===== config.mk =====
export PLATFORM = sky130hd
export DESIGN_NAME = dfs_supervisor
export DESIGN_NICKNAME = d
export VERILOG_FILES = /design/src/design/dfs_pkg.sv /design/src/design/dfs_flasher.sv /design/src/design/dfs_supervisor.sv
export SDC_FILE = /design/constraint.sdc
export NUM_CORES = 1
export LEC_CHECK = 0
export BUFFER_PORTS_ARGS = -buffer_cell sky130_fd_sc_hd__buf_2
export CORE_ASPECT_RATIO = 0.5
export CORE_UTILIZATION = 40
export DETAILED_ROUTE_END_ITERATION = 8
export GPL_TIMING_DRIVEN = 1
export PLACE_DENSITY = 0.52
export SETUP_SLACK_MARGIN = 0.3
export SLEW_MARGIN = 20
export SYNTH_ARGS = -nofsm -noshare
export SYNTH_HDL_FRONTEND = slang
export SYNTH_SLANG_ARGS = --single-unit

===== constraint.sdc =====
create_clock -name clk_sys -period 5.1 [get_ports clk_sys]
set_input_delay 0.255 -clock clk_sys [delete_from_list [all_inputs] [get_ports clk_sys]]
set_output_delay 0.255 -clock clk_sys [all_outputs]
set_load 0.02 [all_outputs]

===== src/design/dfs_pkg.sv =====
// Shared constants and types for the drive fault supervisor.
// Assumes a single 125 MHz system clock; all times are whole milliseconds.
package dfs_pkg;

   // Clock rate and derived cycles per millisecond
   localparam int unsigned CLK_HZ     = 125_000_000;
   localparam int unsigned CYC_PER_MS = CLK_HZ / 1000;

   // Indicator and supervision times, in milliseconds
   localparam int unsigned FLASH_ON_MS  = 250;
   localparam int unsigned FLASH_OFF_MS = 250;
   localparam int unsigned PAUSE_MS     = 1500;
   localparam int unsigned FLICKER_MS   = 20;
   localparam int unsigned LOCK_MS      = 500;

   // Same times in clock cycles
   localparam int unsigned FLASH_ON_CYC  = FLASH_ON_MS * CYC_PER_MS;
   localparam int unsigned FLASH_OFF_CYC = FLASH_OFF_MS * CYC_PER_MS;
   localparam int unsigned PAUSE_CYC     = PAUSE_MS * CYC_PER_MS;
   localparam int unsigned FLICKER_CYC   = FLICKER_MS * CYC_PER_MS;
   localparam int unsigned LOCK_CYC      = LOCK_MS * CYC_PER_MS;

   // Counter width for all timers
   localparam int CNT_W = 32;

   // Fault codes, equal to the red flash count
   typedef logic [2:0] dfs_code_t;
   localparam dfs_code_t CODE_NONE = 3'h0;
   localparam dfs_code_t CODE_OC   = 3'h1;
   localparam dfs_code_t CODE_OV   = 3'h2;
   localparam dfs_code_t CODE_UV   = 3'h3;
   localparam dfs_code_t CODE_OT   = 3'h4;
   localparam dfs_code_t CODE_FB   = 3'h5;
   localparam dfs_code_t CODE_SYS  = 3'h6;

   // Bit positions in the synchronised pin vector
   localparam int PIN_EN_N = 0;
   localparam int PIN_HALL = 1;
   localparam int PIN_OC   = 2;
   localparam int PIN_OV   = 3;
   localparam int PIN_UV   = 4;
   localparam int PIN_OT   = 5;
   localparam int PIN_FB   = 6;
   localparam int PIN_SYS  = 7;
   localparam int PIN_LIM  = 8;
   localparam int PIN_RUN  = 9;
   localparam int PIN_SPD  = 10;
   localparam int PIN_CUR  = 12;
   localparam int PIN_NUM  = 14;

   // Reset values
   localparam logic       GREEN_RST = 1'b1;
   localparam logic [1:0] JMP_RST   = 2'h0;
   localparam logic       EN_N_RST  = 1'b1;

   // Red indicator sequencer states, Gray along idle-on-off-pause
   typedef enum logic [1:0] {
      FL_IDLE  = 2'h0,
      FL_ON    = 2'h1,
      FL_OFF   = 2'h3,
      FL_PAUSE = 2'h2
   } dfs_fl_state_t;

endpackage : dfs_pkg


===== src/design/dfs_flasher.sv =====
// Red indicator sequencer: flash groups for a fault code, flicker on request otherwise.
// Assumes code and flicker come from flip-flops on the same clock.
`timescale 1ns/1ps
module dfs_flasher #(
   parameter int unsigned ON_CYC    = dfs_pkg::FLASH_ON_CYC,
   parameter int unsigned OFF_CYC   = dfs_pkg::FLASH_OFF_CYC,
   parameter int unsigned PAUSE_CYC = dfs_pkg::PAUSE_CYC,
   parameter int unsigned FLICK_CYC = dfs_pkg::FLICKER_CYC
) (
   input  wire logic              clk_sys,
   input  wire logic              reset_n,
   input  wire dfs_pkg::dfs_code_t code,
   input  wire logic              flicker,
   output logic                   led
);
   import dfs_pkg::*;

   dfs_fl_state_t      state_reg, state_next;
   logic [CNT_W-1:0]   cnt_reg, cnt_next;
   dfs_code_t          left_reg, left_next;
   logic               led_reg, led_next;

   // Next state; a cleared code ends the group at the end of the current off time
   always_comb begin
      state_next = state_reg;
      cnt_next   = cnt_reg;
      left_next  = left_reg;
      led_next   = led_reg;
      case (state_reg)
         FL_IDLE: begin
            if (code != CODE_NONE) begin
               state_next = FL_ON;
               left_next  = code;
               cnt_next   = CNT_W'(ON_CYC - 1);
               led_next   = 1'b1;
            end else if (flicker) begin
               if (cnt_reg == '0) begin
                  cnt_next = CNT_W'(FLICK_CYC - 1);
                  led_next = !led_reg;
               end else begin
                  cnt_next = cnt_reg - 1'b1;
               end
            end else begin
               cnt_next = '0; // RQ14
               led_next = 1'b0; // RQ14
            end
         end
         FL_ON: begin
            if (cnt_reg == '0) begin
               state_next = FL_OFF;
               cnt_next   = CNT_W'(OFF_CYC - 1);
               left_next  = left_reg - 1'b1;
               led_next   = 1'b0;
            end else begin
               cnt_next = cnt_reg - 1'b1;
            end
         end
         FL_OFF: begin
            if (cnt_reg != '0) begin
               cnt_next = cnt_reg - 1'b1;
            end else if (code == CODE_NONE) begin
               state_next = FL_IDLE;
            end else if (left_reg == CODE_NONE) begin
               state_next = FL_PAUSE; // RQ14
               cnt_next   = CNT_W'(PAUSE_CYC - 1);
            end else begin
               state_next = FL_ON;
               cnt_next   = CNT_W'(ON_CYC - 1);
               led_next   = 1'b1;
            end
         end
         default: begin
            if (cnt_reg == '0) begin
               state_next = FL_IDLE;
            end else begin
               cnt_next = cnt_reg - 1'b1;
            end
         end
      endcase
   end

   // Sequencer registers
   always_ff @(posedge clk_sys or negedge reset_n) begin
      if (!reset_n) begin
         state_reg <= FL_IDLE;
         cnt_reg   <= '0;
         left_reg  <= CODE_NONE;
         led_reg   <= 1'b0;
      end else begin
         state_reg <= state_next;
         cnt_reg   <= cnt_next;
         left_reg  <= left_next;
         led_reg   <= led_next;
      end
   end

   assign led = led_reg;
endmodule : dfs_flasher


===== src/design/dfs_supervisor.sv =====
// Drive fault supervisor: latches faults, gates the output stage,
// drives fault, indicator and speed pulse outputs, captures jumpers.
// Assumes all inputs are asynchronous pins from sensing circuits.
//
// Operation
// (RQ1) Jumper limits are captured only on an enable toggle.
// (RQ2) Any latched code one to six disables drive; codes one to five clear on an enable toggle.
// (RQ3) Overcurrent asserts fault output, red flash group of one.
// (RQ4) Supply over-voltage asserts fault output, red flash group of two.
// (RQ5) Supply under-voltage asserts fault output, red flash group of three.
// (RQ6) Board over-temperature asserts fault output, red flash group of four.
// (RQ7) Missing or invalid feedback asserts fault output, group of five.
// (RQ8) Locked rotor while commanded reports the same code five.
// (RQ9) Processor fault asserts fault output, group of six, power cycle.
// (RQ10) User current limit flickers red, fault output and drive untouched.
// (RQ11) Green indicator stays lit while powered.
// (RQ12) Speed pulse output rate follows motor speed.
// (RQ13) Host holds enable high to disable, low to run.
// (RQ14) No fault means dark red and no fault output; groups pause.
`timescale 1ns/1ps
module dfs_supervisor #(
   parameter int unsigned LOCK_CYCLES  = dfs_pkg::LOCK_CYC,
   parameter int unsigned ON_CYCLES    = dfs_pkg::FLASH_ON_CYC,
   parameter int unsigned OFF_CYCLES   = dfs_pkg::FLASH_OFF_CYC,
   parameter int unsigned PAUSE_CYCLES = dfs_pkg::PAUSE_CYC,
   parameter int unsigned FLICK_CYCLES = dfs_pkg::FLICKER_CYC
) (
   input  wire logic       clk_sys,
   input  wire logic       reset_n,
   input  wire logic       enable_n,
   input  wire logic       hall_in,
   input  wire logic       oc_det,
   input  wire logic       ov_det,
   input  wire logic       uv_det,
   input  wire logic       ot_det,
   input  wire logic       fb_bad_det,
   input  wire logic       sys_fault_det,
   input  wire logic       cur_lim_det,
   input  wire logic       run_cmd,
   input  wire logic [1:0] speed_jmp,
   input  wire logic [1:0] cur_jmp,
   output logic            drive_en,
   output logic            fault_out,
   output logic            led_red,
   output logic            led_green,
   output logic            tach_out,
   output logic [1:0]      speed_sel,
   output logic [1:0]      cur_sel
);
   import dfs_pkg::*;

   logic [PIN_NUM-1:0] pin_raw;
   logic [PIN_NUM-1:0] sync1_reg;
   logic [PIN_NUM-1:0] sync2_reg;

   logic               en_n_s, hall_s;
   logic               en_prev_reg, hall_prev_reg;
   logic               en_toggle, hall_edge;

   dfs_code_t          code_reg, code_next;
   logic               drive_en_reg, drive_en_next;
   logic               fault_reg, fault_next;
   logic               lim_reg, lim_next;
   logic [1:0]         spd_reg, spd_next;
   logic [1:0]         cur_reg, cur_next;
   logic               tach_reg, tach_next;
   logic               green_reg;
   logic [CNT_W-1:0]   lock_cnt_reg, lock_cnt_next;
   logic               lock_hit;

   // Gather pins so one loop can synchronise them all
   assign pin_raw[PIN_EN_N] = enable_n;
   assign pin_raw[PIN_HALL] = hall_in;
   assign pin_raw[PIN_OC]   = oc_det;
   assign pin_raw[PIN_OV]   = ov_det;
   assign pin_raw[PIN_UV]   = uv_det;
   assign pin_raw[PIN_OT]   = ot_det;
   assign pin_raw[PIN_FB]   = fb_bad_det;
   assign pin_raw[PIN_SYS]  = sys_fault_det;
   assign pin_raw[PIN_LIM]  = cur_lim_det;
   assign pin_raw[PIN_RUN]  = run_cmd;
   assign pin_raw[PIN_SPD+1:PIN_SPD] = speed_jmp;
   assign pin_raw[PIN_CUR+1:PIN_CUR] = cur_jmp;

   // Two-stage synchroniser per pin; enable idles high (drive off)
   for (genvar i = 0; i < PIN_NUM; i++) begin : g_sync
      localparam logic RST_V = (i == PIN_EN_N) ? EN_N_RST : 1'b0;
      always_ff @(posedge clk_sys or negedge reset_n) begin
         if (!reset_n) begin
            sync1_reg[i] <= RST_V;
            sync2_reg[i] <= RST_V;
         end else begin
            sync1_reg[i] <= pin_raw[i];
            sync2_reg[i] <= sync1_reg[i];
         end
      end
   end

   assign en_n_s = sync2_reg[PIN_EN_N];
   assign hall_s = sync2_reg[PIN_HALL];

   // Enable toggle: off-to-on transition of the active-low input
   assign en_toggle = en_prev_reg && !en_n_s; // RQ13
   assign hall_edge = hall_prev_reg != hall_s;

   // Locked rotor: commanded and running but no hall transitions
   assign lock_hit = lock_cnt_reg == CNT_W'(LOCK_CYCLES - 1);

   always_comb begin
      lock_cnt_next = lock_cnt_reg;
      if (!drive_en_reg || !sync2_reg[PIN_RUN] || hall_edge) begin
         lock_cnt_next = '0;
      end else if (!lock_hit) begin
         lock_cnt_next = lock_cnt_reg + 1'b1; // RQ8
      end
   end

   // Fault latch; a new fault in the clearing cycle still latches
   always_comb begin
      code_next = code_reg;
      if (en_toggle && code_reg != CODE_SYS) begin
         code_next = CODE_NONE; // RQ2
      end
      if (code_next == CODE_NONE) begin
         if (sync2_reg[PIN_OC]) begin
            code_next = CODE_OC; // RQ3
         end else if (sync2_reg[PIN_OV]) begin
            code_next = CODE_OV; // RQ4
         end else if (sync2_reg[PIN_UV]) begin
            code_next = CODE_UV; // RQ5
         end else if (sync2_reg[PIN_OT]) begin
            code_next = CODE_OT; // RQ6
         end else if (sync2_reg[PIN_FB] || lock_hit) begin
            code_next = CODE_FB; // RQ7 RQ8
         end else if (sync2_reg[PIN_SYS]) begin
            code_next = CODE_SYS; // RQ9
         end
      end
   end

   // Output stage gate, fault output and flicker request
   always_comb begin
      drive_en_next = !en_n_s && (code_next == CODE_NONE); // RQ2
      fault_next    = code_next != CODE_NONE; // RQ14
      lim_next      = sync2_reg[PIN_LIM] && (code_next == CODE_NONE);
   end

   // Jumpers only take effect on an enable toggle
   always_comb begin
      spd_next = spd_reg;
      cur_next = cur_reg;
      if (en_toggle) begin
         spd_next = sync2_reg[PIN_SPD+1:PIN_SPD]; // RQ1
         cur_next = sync2_reg[PIN_CUR+1:PIN_CUR]; // RQ1
      end
   end

   // Speed pulse: toggles on every hall transition
   always_comb begin
      tach_next = hall_edge ? !tach_reg : tach_reg; // RQ12
   end

   // State registers
   always_ff @(posedge clk_sys or negedge reset_n) begin
      if (!reset_n) begin
         en_prev_reg   <= EN_N_RST;
         hall_prev_reg <= 1'b0;
         code_reg      <= CODE_NONE;
         drive_en_reg  <= 1'b0;
         fault_reg     <= 1'b0;
         lim_reg       <= 1'b0;
         spd_reg       <= JMP_RST;
         cur_reg       <= JMP_RST;
         tach_reg      <= 1'b0;
         lock_cnt_reg  <= '0;
         green_reg     <= GREEN_RST;
      end else begin
         en_prev_reg   <= en_n_s;
         hall_prev_reg <= hall_s;
         code_reg      <= code_next;
         drive_en_reg  <= drive_en_next;
         fault_reg     <= fault_next;
         lim_reg       <= lim_next;
         spd_reg       <= spd_next;
         cur_reg       <= cur_next;
         tach_reg      <= tach_next;
         lock_cnt_reg  <= lock_cnt_next;
         green_reg     <= GREEN_RST; // RQ11
      end
   end

   // Red indicator sequencer; its output is a flip-flop
   dfs_flasher #(
      .ON_CYC    (ON_CYCLES),
      .OFF_CYC   (OFF_CYCLES),
      .PAUSE_CYC (PAUSE_CYCLES),
      .FLICK_CYC (FLICK_CYCLES)
   ) u_flasher (
      .clk_sys (clk_sys),
      .reset_n (reset_n),
      .code    (code_reg),
      .flicker (lim_reg), // RQ10
      .led     (led_red)
   );

   assign drive_en  = drive_en_reg;
   assign fault_out = fault_reg;
   assign led_green = green_reg;
   assign tach_out  = tach_reg;
   assign speed_sel = spd_reg;
   assign cur_sel   = cur_reg;
endmodule : dfs_supervisor


==> flow_metrics.tcl, run 1 <==
set metrics [dict create \
    fin_util 0.480 \
    num_rows 29 \
    syn-cell-area_sq_um 5530 \
    rsz0062_at_grt "false" \
    p_leak_nw 2.57 \
    synthCells 562 \
    synth_edf_count 0 \
    drc 0 \
    cp_slowest_cell "ha_1" \
    clkSinkCount 111 \
    cp_top_family "simple AND/OR/NAND/NOR gates" \
    setup_viol 0 \
    finalHoldWorstSlack_ps 25.1 \
    end_kind "flop" \
    drive_above_1_share 0.111 \
    seq_area_frac_synth 0.503 \
    cts_buffers 9 \
    crit_chain "inv_1, ha_1, nor3_1, a21oi_1, nor2_1, or4_1, a21boi_0" \
    startpoint_type "flop" \
    max_stage_delay_ps 580 \
    crit_buf_inv 1 \
    tns_ps 0 \
    maxCapViolations 0 \
    gr-total-overflow 0 \
    cp_data_arrival_time_ps 3160 \
    cp_max_fo 20 \
    clkLatencyLatePin_ps 370 \
    period_share 0.564 \
    grt_first_pass_wirelength_um 20900 \
    fp.dieH_um 85.2 \
    cts_root_buf "clkbuf_16" \
    clock_skew_ps 10.2 \
    pre_cts_ws_ps 2240 \
    grt_use_total 0.186 \
    worstSetupPathType "flop to flop" \
    portBuffers 23 \
    cts_resized 0 \
    die_width_um 168 \
    globalplace.congestion 0.856 \
    die_area_sq_um 14300 \
    post_drt_wl_per_cell_um 15.9 \
    max-vdd-ir-drop_mv 0.177 \
    final_cells 766 \
    ios 25 \
    grt_max_degree 74 \
    via_count 4143 \
    path_clk_slew_ps 80 \
    syn_avg_cell_area_sq_um 9.85 \
    dr.pass1.iters 4 \
    slew_viol_final 0 \
    first_iter_violations 258 \
    nNetsFinal 616 \
    fmax_mhz 348 \
    cts_tree "done" \
    via_per_inst 5.41 \
    pwr_density_cell_nw_per_um2 502 \
    ys_types 63 \
    antenna_found_initial 0 \
    worstMarginPinSlew_ps 950 \
    ys.flop_type "dfrtp_1" \
    synth_seq_cells 111 \
    hold_violations 0 \
    synth-async-reset-ratio 1.00 \
    crit_required_ps 5380 \
    ant_nets 0 \
    cts_buffer_depth 2 \
    placed_cells_incl_taps 736 \
    synth_fp_nets 587 \
    drt_wl_total_um 12200 \
    initial_core_util 0.424 \
    outcome "finished, final reports clean" \
    cts_max_level 3 \
    core_area_sq_um 13100 \
    layout_setup_ws_ps 2230 \
    hp-class "input port to async pin" \
    period_needed_ps 2870 \
    slew_headroom 0.366 \
    ys_warn_count 0 \
    grt_pass1_vias 4067 \
    dp.final_hpwl_um 8420 \
    insertedDiodeCount 0 \
    area_delta_synth_final_pct 13.2 \
]
through the flow:
stage	area [sq um]	power (mW)
floorplan	5530	2.08
global placement	5790	2.39
detailed placement	5790	2.38
CTS	6250	3.16
global route	6260	3.37
finish	6260	3.15
timing repair:
item                      4_1_cts  5_1_grt
buffers inserted                0        0
hold buffers                   14        0
hold endpoints to repair       14        0
per-layer routing:
layer  global-route usage  vias up  part of all wire
li1                     -     2044                 -
met1                0.268     2006              0.52
met2                0.286       76              0.44
met3               0.0382       17             0.031
met4               0.0529        0             0.015
met5                    0        -                 0
where the power goes:
group	switching (mW)	leakage, nW	internal, mW
registers	0.171	1.41	1.03
clock network	0.392	0.157	0.363
logic	0.725	1.00	0.466
total	1.29	2.57	1.86
synthesized netlist by cell type (4+ instances only):
master,number,area share
a211oi_1,6,0.0081
clkbuf_1,16,0.011
a21oi_1,25,0.023
nor2_1,66,0.045
inv_1,18,0.012
nor2b_1,4,0.0045
xor2_1,21,0.033
o31ai_1,5,0.0068
nand3_1,17,0.015
and3_1,5,0.0057
o22ai_1,6,0.0068
a21o_1,7,0.0095
and4_1,4,0.0063
o21ai_0,27,0.024
nor4_1,9,0.010
nor3_1,24,0.022
dfrtp_1,108,0.49
nand4_1,15,0.017
xnor2_1,29,0.046
nand2_1,48,0.033
ha_1,9,0.020
or3_1,10,0.011
buf_2,4,0.0036
nand2b_1,9,0.010
nor4_2,4,0.0090
cells in the final DEF (no fill, tap or decap), types with 17 or more instances in the layout:
cell type  synthesis  layout
dfrtp_1          108     108
nor2_1            66      66
nand2_1           48      48
xnor2_1           29      29
o21ai_0           27      27
a21oi_1           25      25
nor3_1            24      24
buf_2              4      22
xor2_1            21      21
inv_1             18      18
nand3_1           17      17
layout make-up:
type	count	area, sq um
inverter	18	67.6
timing repair buffer	40	280
multi-input combinational	411	2590
tap	170	213
fill	1205	6800
clock inverter	7	101
sequential	111	2780
clock buffer	9	225
kinds of logic (layout without fill, tap and decap cells):
group | Yosys count | after routing | synth area share
fa+ha+maj | 9 | 9 | 0.0203
mux | 3 | 3 | 0.00565
xor+xnor | 50 | 50 | 0.0791
simple gates | 240 | 240 | 0.235
other cells | 1 | 1 | 0.000678
buf+inv | 40 | 74 | 0.0301
compound gates | 108 | 108 | 0.127
flops | 111 | 111 | 0.503
worst paths after layout:
check,startpoint,to,slack [ps],cells after the start
setup reg to reg,u_flasher.state_reg[1],u_flasher.cnt_reg[30],2230,7
min in group clk_sys,sync1_reg[11],sync2_reg[11],350,0
max in group asynchronous,reset_n,sync1_reg[0],4040,2
hold / removal,reset_n,u_flasher.cnt_reg[24],30,1
setup / recovery,u_flasher.state_reg[1],u_flasher.cnt_reg[30],2230,7
hold reg to reg,sync1_reg[11],sync2_reg[11],350,0
Note: power is estimated with default switching activity, not from simulation.
==> run 2: changes to the inputs <==
==> constraint.sdc (replaced) <==
create_clock -name clk_sys -period 2.85 [get_ports clk_sys]
set_input_delay 0.1425 -clock clk_sys [delete_from_list [all_inputs] [get_ports clk_sys]]
set_output_delay 0.1425 -clock clk_sys [all_outputs]
set_load 0.02 [all_outputs]
==> run 2 against run 1 <==
Effect of this change: sequential cell count is the same; clock power grew 80%; setup slack worse by 1900 ps; first-iteration DRC count increased by 20%; design area increased by 2.2%; via count rose by 1.9%; critical path type unchanged; largest cell class unchanged; largest power group is now combinational logic.
==> flow_metrics.tcl, run 2 (synthesis results as in run 1) <==
set metrics [dict create \
    outcome "finished, final reports clean" \
    setup_viol 0 \
    grt_pass1_vias 4095 \
    portBuffers 23 \
    cts_tree "done" \
    clkSinkCount 111 \
    globalplace.congestion 0.868 \
    r2r_start "u_flasher.cnt_reg[24]" \
    cp_data_arrival_time_ps 2760 \
    met1Wirelength_um 6580 \
    pwr_density_cell_nw_per_um2 897 \
    grt_max_degree 48 \
    period_share 0.869 \
    core_area_sq_um 13100 \
    insertedDiodeCount 0 \
    max-vdd-ir-drop_mv 0.315 \
    first_iter_violations 310 \
    worstSetupPathType "flop to flop" \
    ant_nets 0 \
    p_total_mw 5.74 \
    antenna_found_initial 0 \
    nNetsFinal 631 \
    num_rows 29 \
    die_width_um 168 \
    drive_above_1_share 0.134 \
    crit_required_ps 3130 \
    cp-startpoint "u_flasher.cnt_reg[24]" \
    initial_core_util 0.424 \
    top_layer_used "met4" \
    tns_ps 0 \
    slew_headroom 0.591 \
    dp.final_hpwl_um 8780 \
    drt_wl_total_um 12500 \
    cts_max_level 3 \
    worstMarginPinSlew_ps 613 \
    hold_violations 0 \
    cts_buffers 9 \
    ios 25 \
    startpoint_type "flop" \
    clkLatencyLatePin_ps 360 \
    slew_viol_final 0 \
    dpl_cell_area_sq_um 5910 \
    period_needed_ps 2480 \
    cts_buffer_depth 2 \
    fin_util 0.490 \
    wl_met2_um 5230 \
    fmax_mhz 404 \
    met3_length_um 505 \
    grt_use_total 0.193 \
    end_kind "flop" \
    maxCapViolations 0 \
    hp-class "input port to async pin" \
    grt_first_pass_wirelength_um 21600 \
    rsz0062_at_grt "true" \
    fp.dieH_um 85.2 \
    final_area_sq_um 6400 \
    via_per_inst 5.40 \
    gr-total-overflow 0 \
    die_area_sq_um 14300 \
    via_count 4221 \
    cts_root_buf "clkbuf_16" \
    post_cts_buffers 0 \
    post_drt_wl_per_cell_um 16.0 \
    mostFrequentLayoutCells "108 x dfrtp_1, 66 x nor2_1, 48 x nand2_1" \
    dr.pass1.iters 4 \
    area_delta_synth_final_pct 15.7 \
    drc 0 \
    path_clk_slew_ps 80 \
    layout_commonest_cell "dfrtp_1" \
    clock_skew_ps 11.8 \
    cp_max_fo 13 \
    p_leak_nw 2.65 \
]
## run 2: path summary, 6_finish.rpt
kind	cells after the start	to	slack, ps
worst max register to register	7	u_flasher.cnt_reg[17]	370
worst max-delay path	7	u_flasher.cnt_reg[17]	370
min in group clk_sys	0	sync2_reg[13]	350
worst min-delay path	2	u_flasher.cnt_reg[27]	320
max in group asynchronous	3	en_n_s	1760
worst min register to register	0	sync2_reg[13]	350
## run 2: report_power, final
group | total (mW) | switching [mW] | internal, mW
clock | 1.36 | 0.707 | 0.651
combinational | 2.22 | 1.29 | 0.933
sequential | 2.16 | 0.324 | 1.84
total | 5.74 | 2.32 | 3.42
## run 2: area by class of cell
class                   instances  area, sq um
clock buffers                   9          225
clock inverters                 7         93.8
fillers                      1217         6660
inverters                      18         67.6
multi-input cells             411         2620
flip-flops and latches        111         2780
well taps                     170          213
repair buffers                 55          408
## run 2: per-stage QoR
stage / std cells / hold WS (ps) / setup WS (ps)
after floorplan: 562 / -153 / 618
after global routing: 781 / 360 / 233
final: 781 / 319 / 374
after CTS: 781 / 339 / 349
after global placement: 750 / 171 / 423
after detailed placement: 750 / 169 / 375
## run 2: timing repair
item / 4_1_cts / 5_1_grt
hold buffers: 15 / 0
resized for setup: 0 / 4
endpoints found under the setup margin: 0 / 21
endpoints found under the hold margin: 53 / 0
## run 2: worst max-delay path, stage by stage (launching register included)
cell	delay, ps
dfrtp_1	450
nor4_4	440
nand3b_4	190
or3_4	520
nor2_1	340
buf_4	250
a21oi_1	60
o22ai_1	150
## run 2: routing by layer
| layer | vias to the layer above | track usage |
|---|---|---|
| li1 | 2083 | - |
| met1 | 2041 | 0.290 |
| met2 | 81 | 0.278 |
| met3 | 16 | 0.0420 |
| met4 | 0 | 0.0603 |
| met5 | - | 0 |
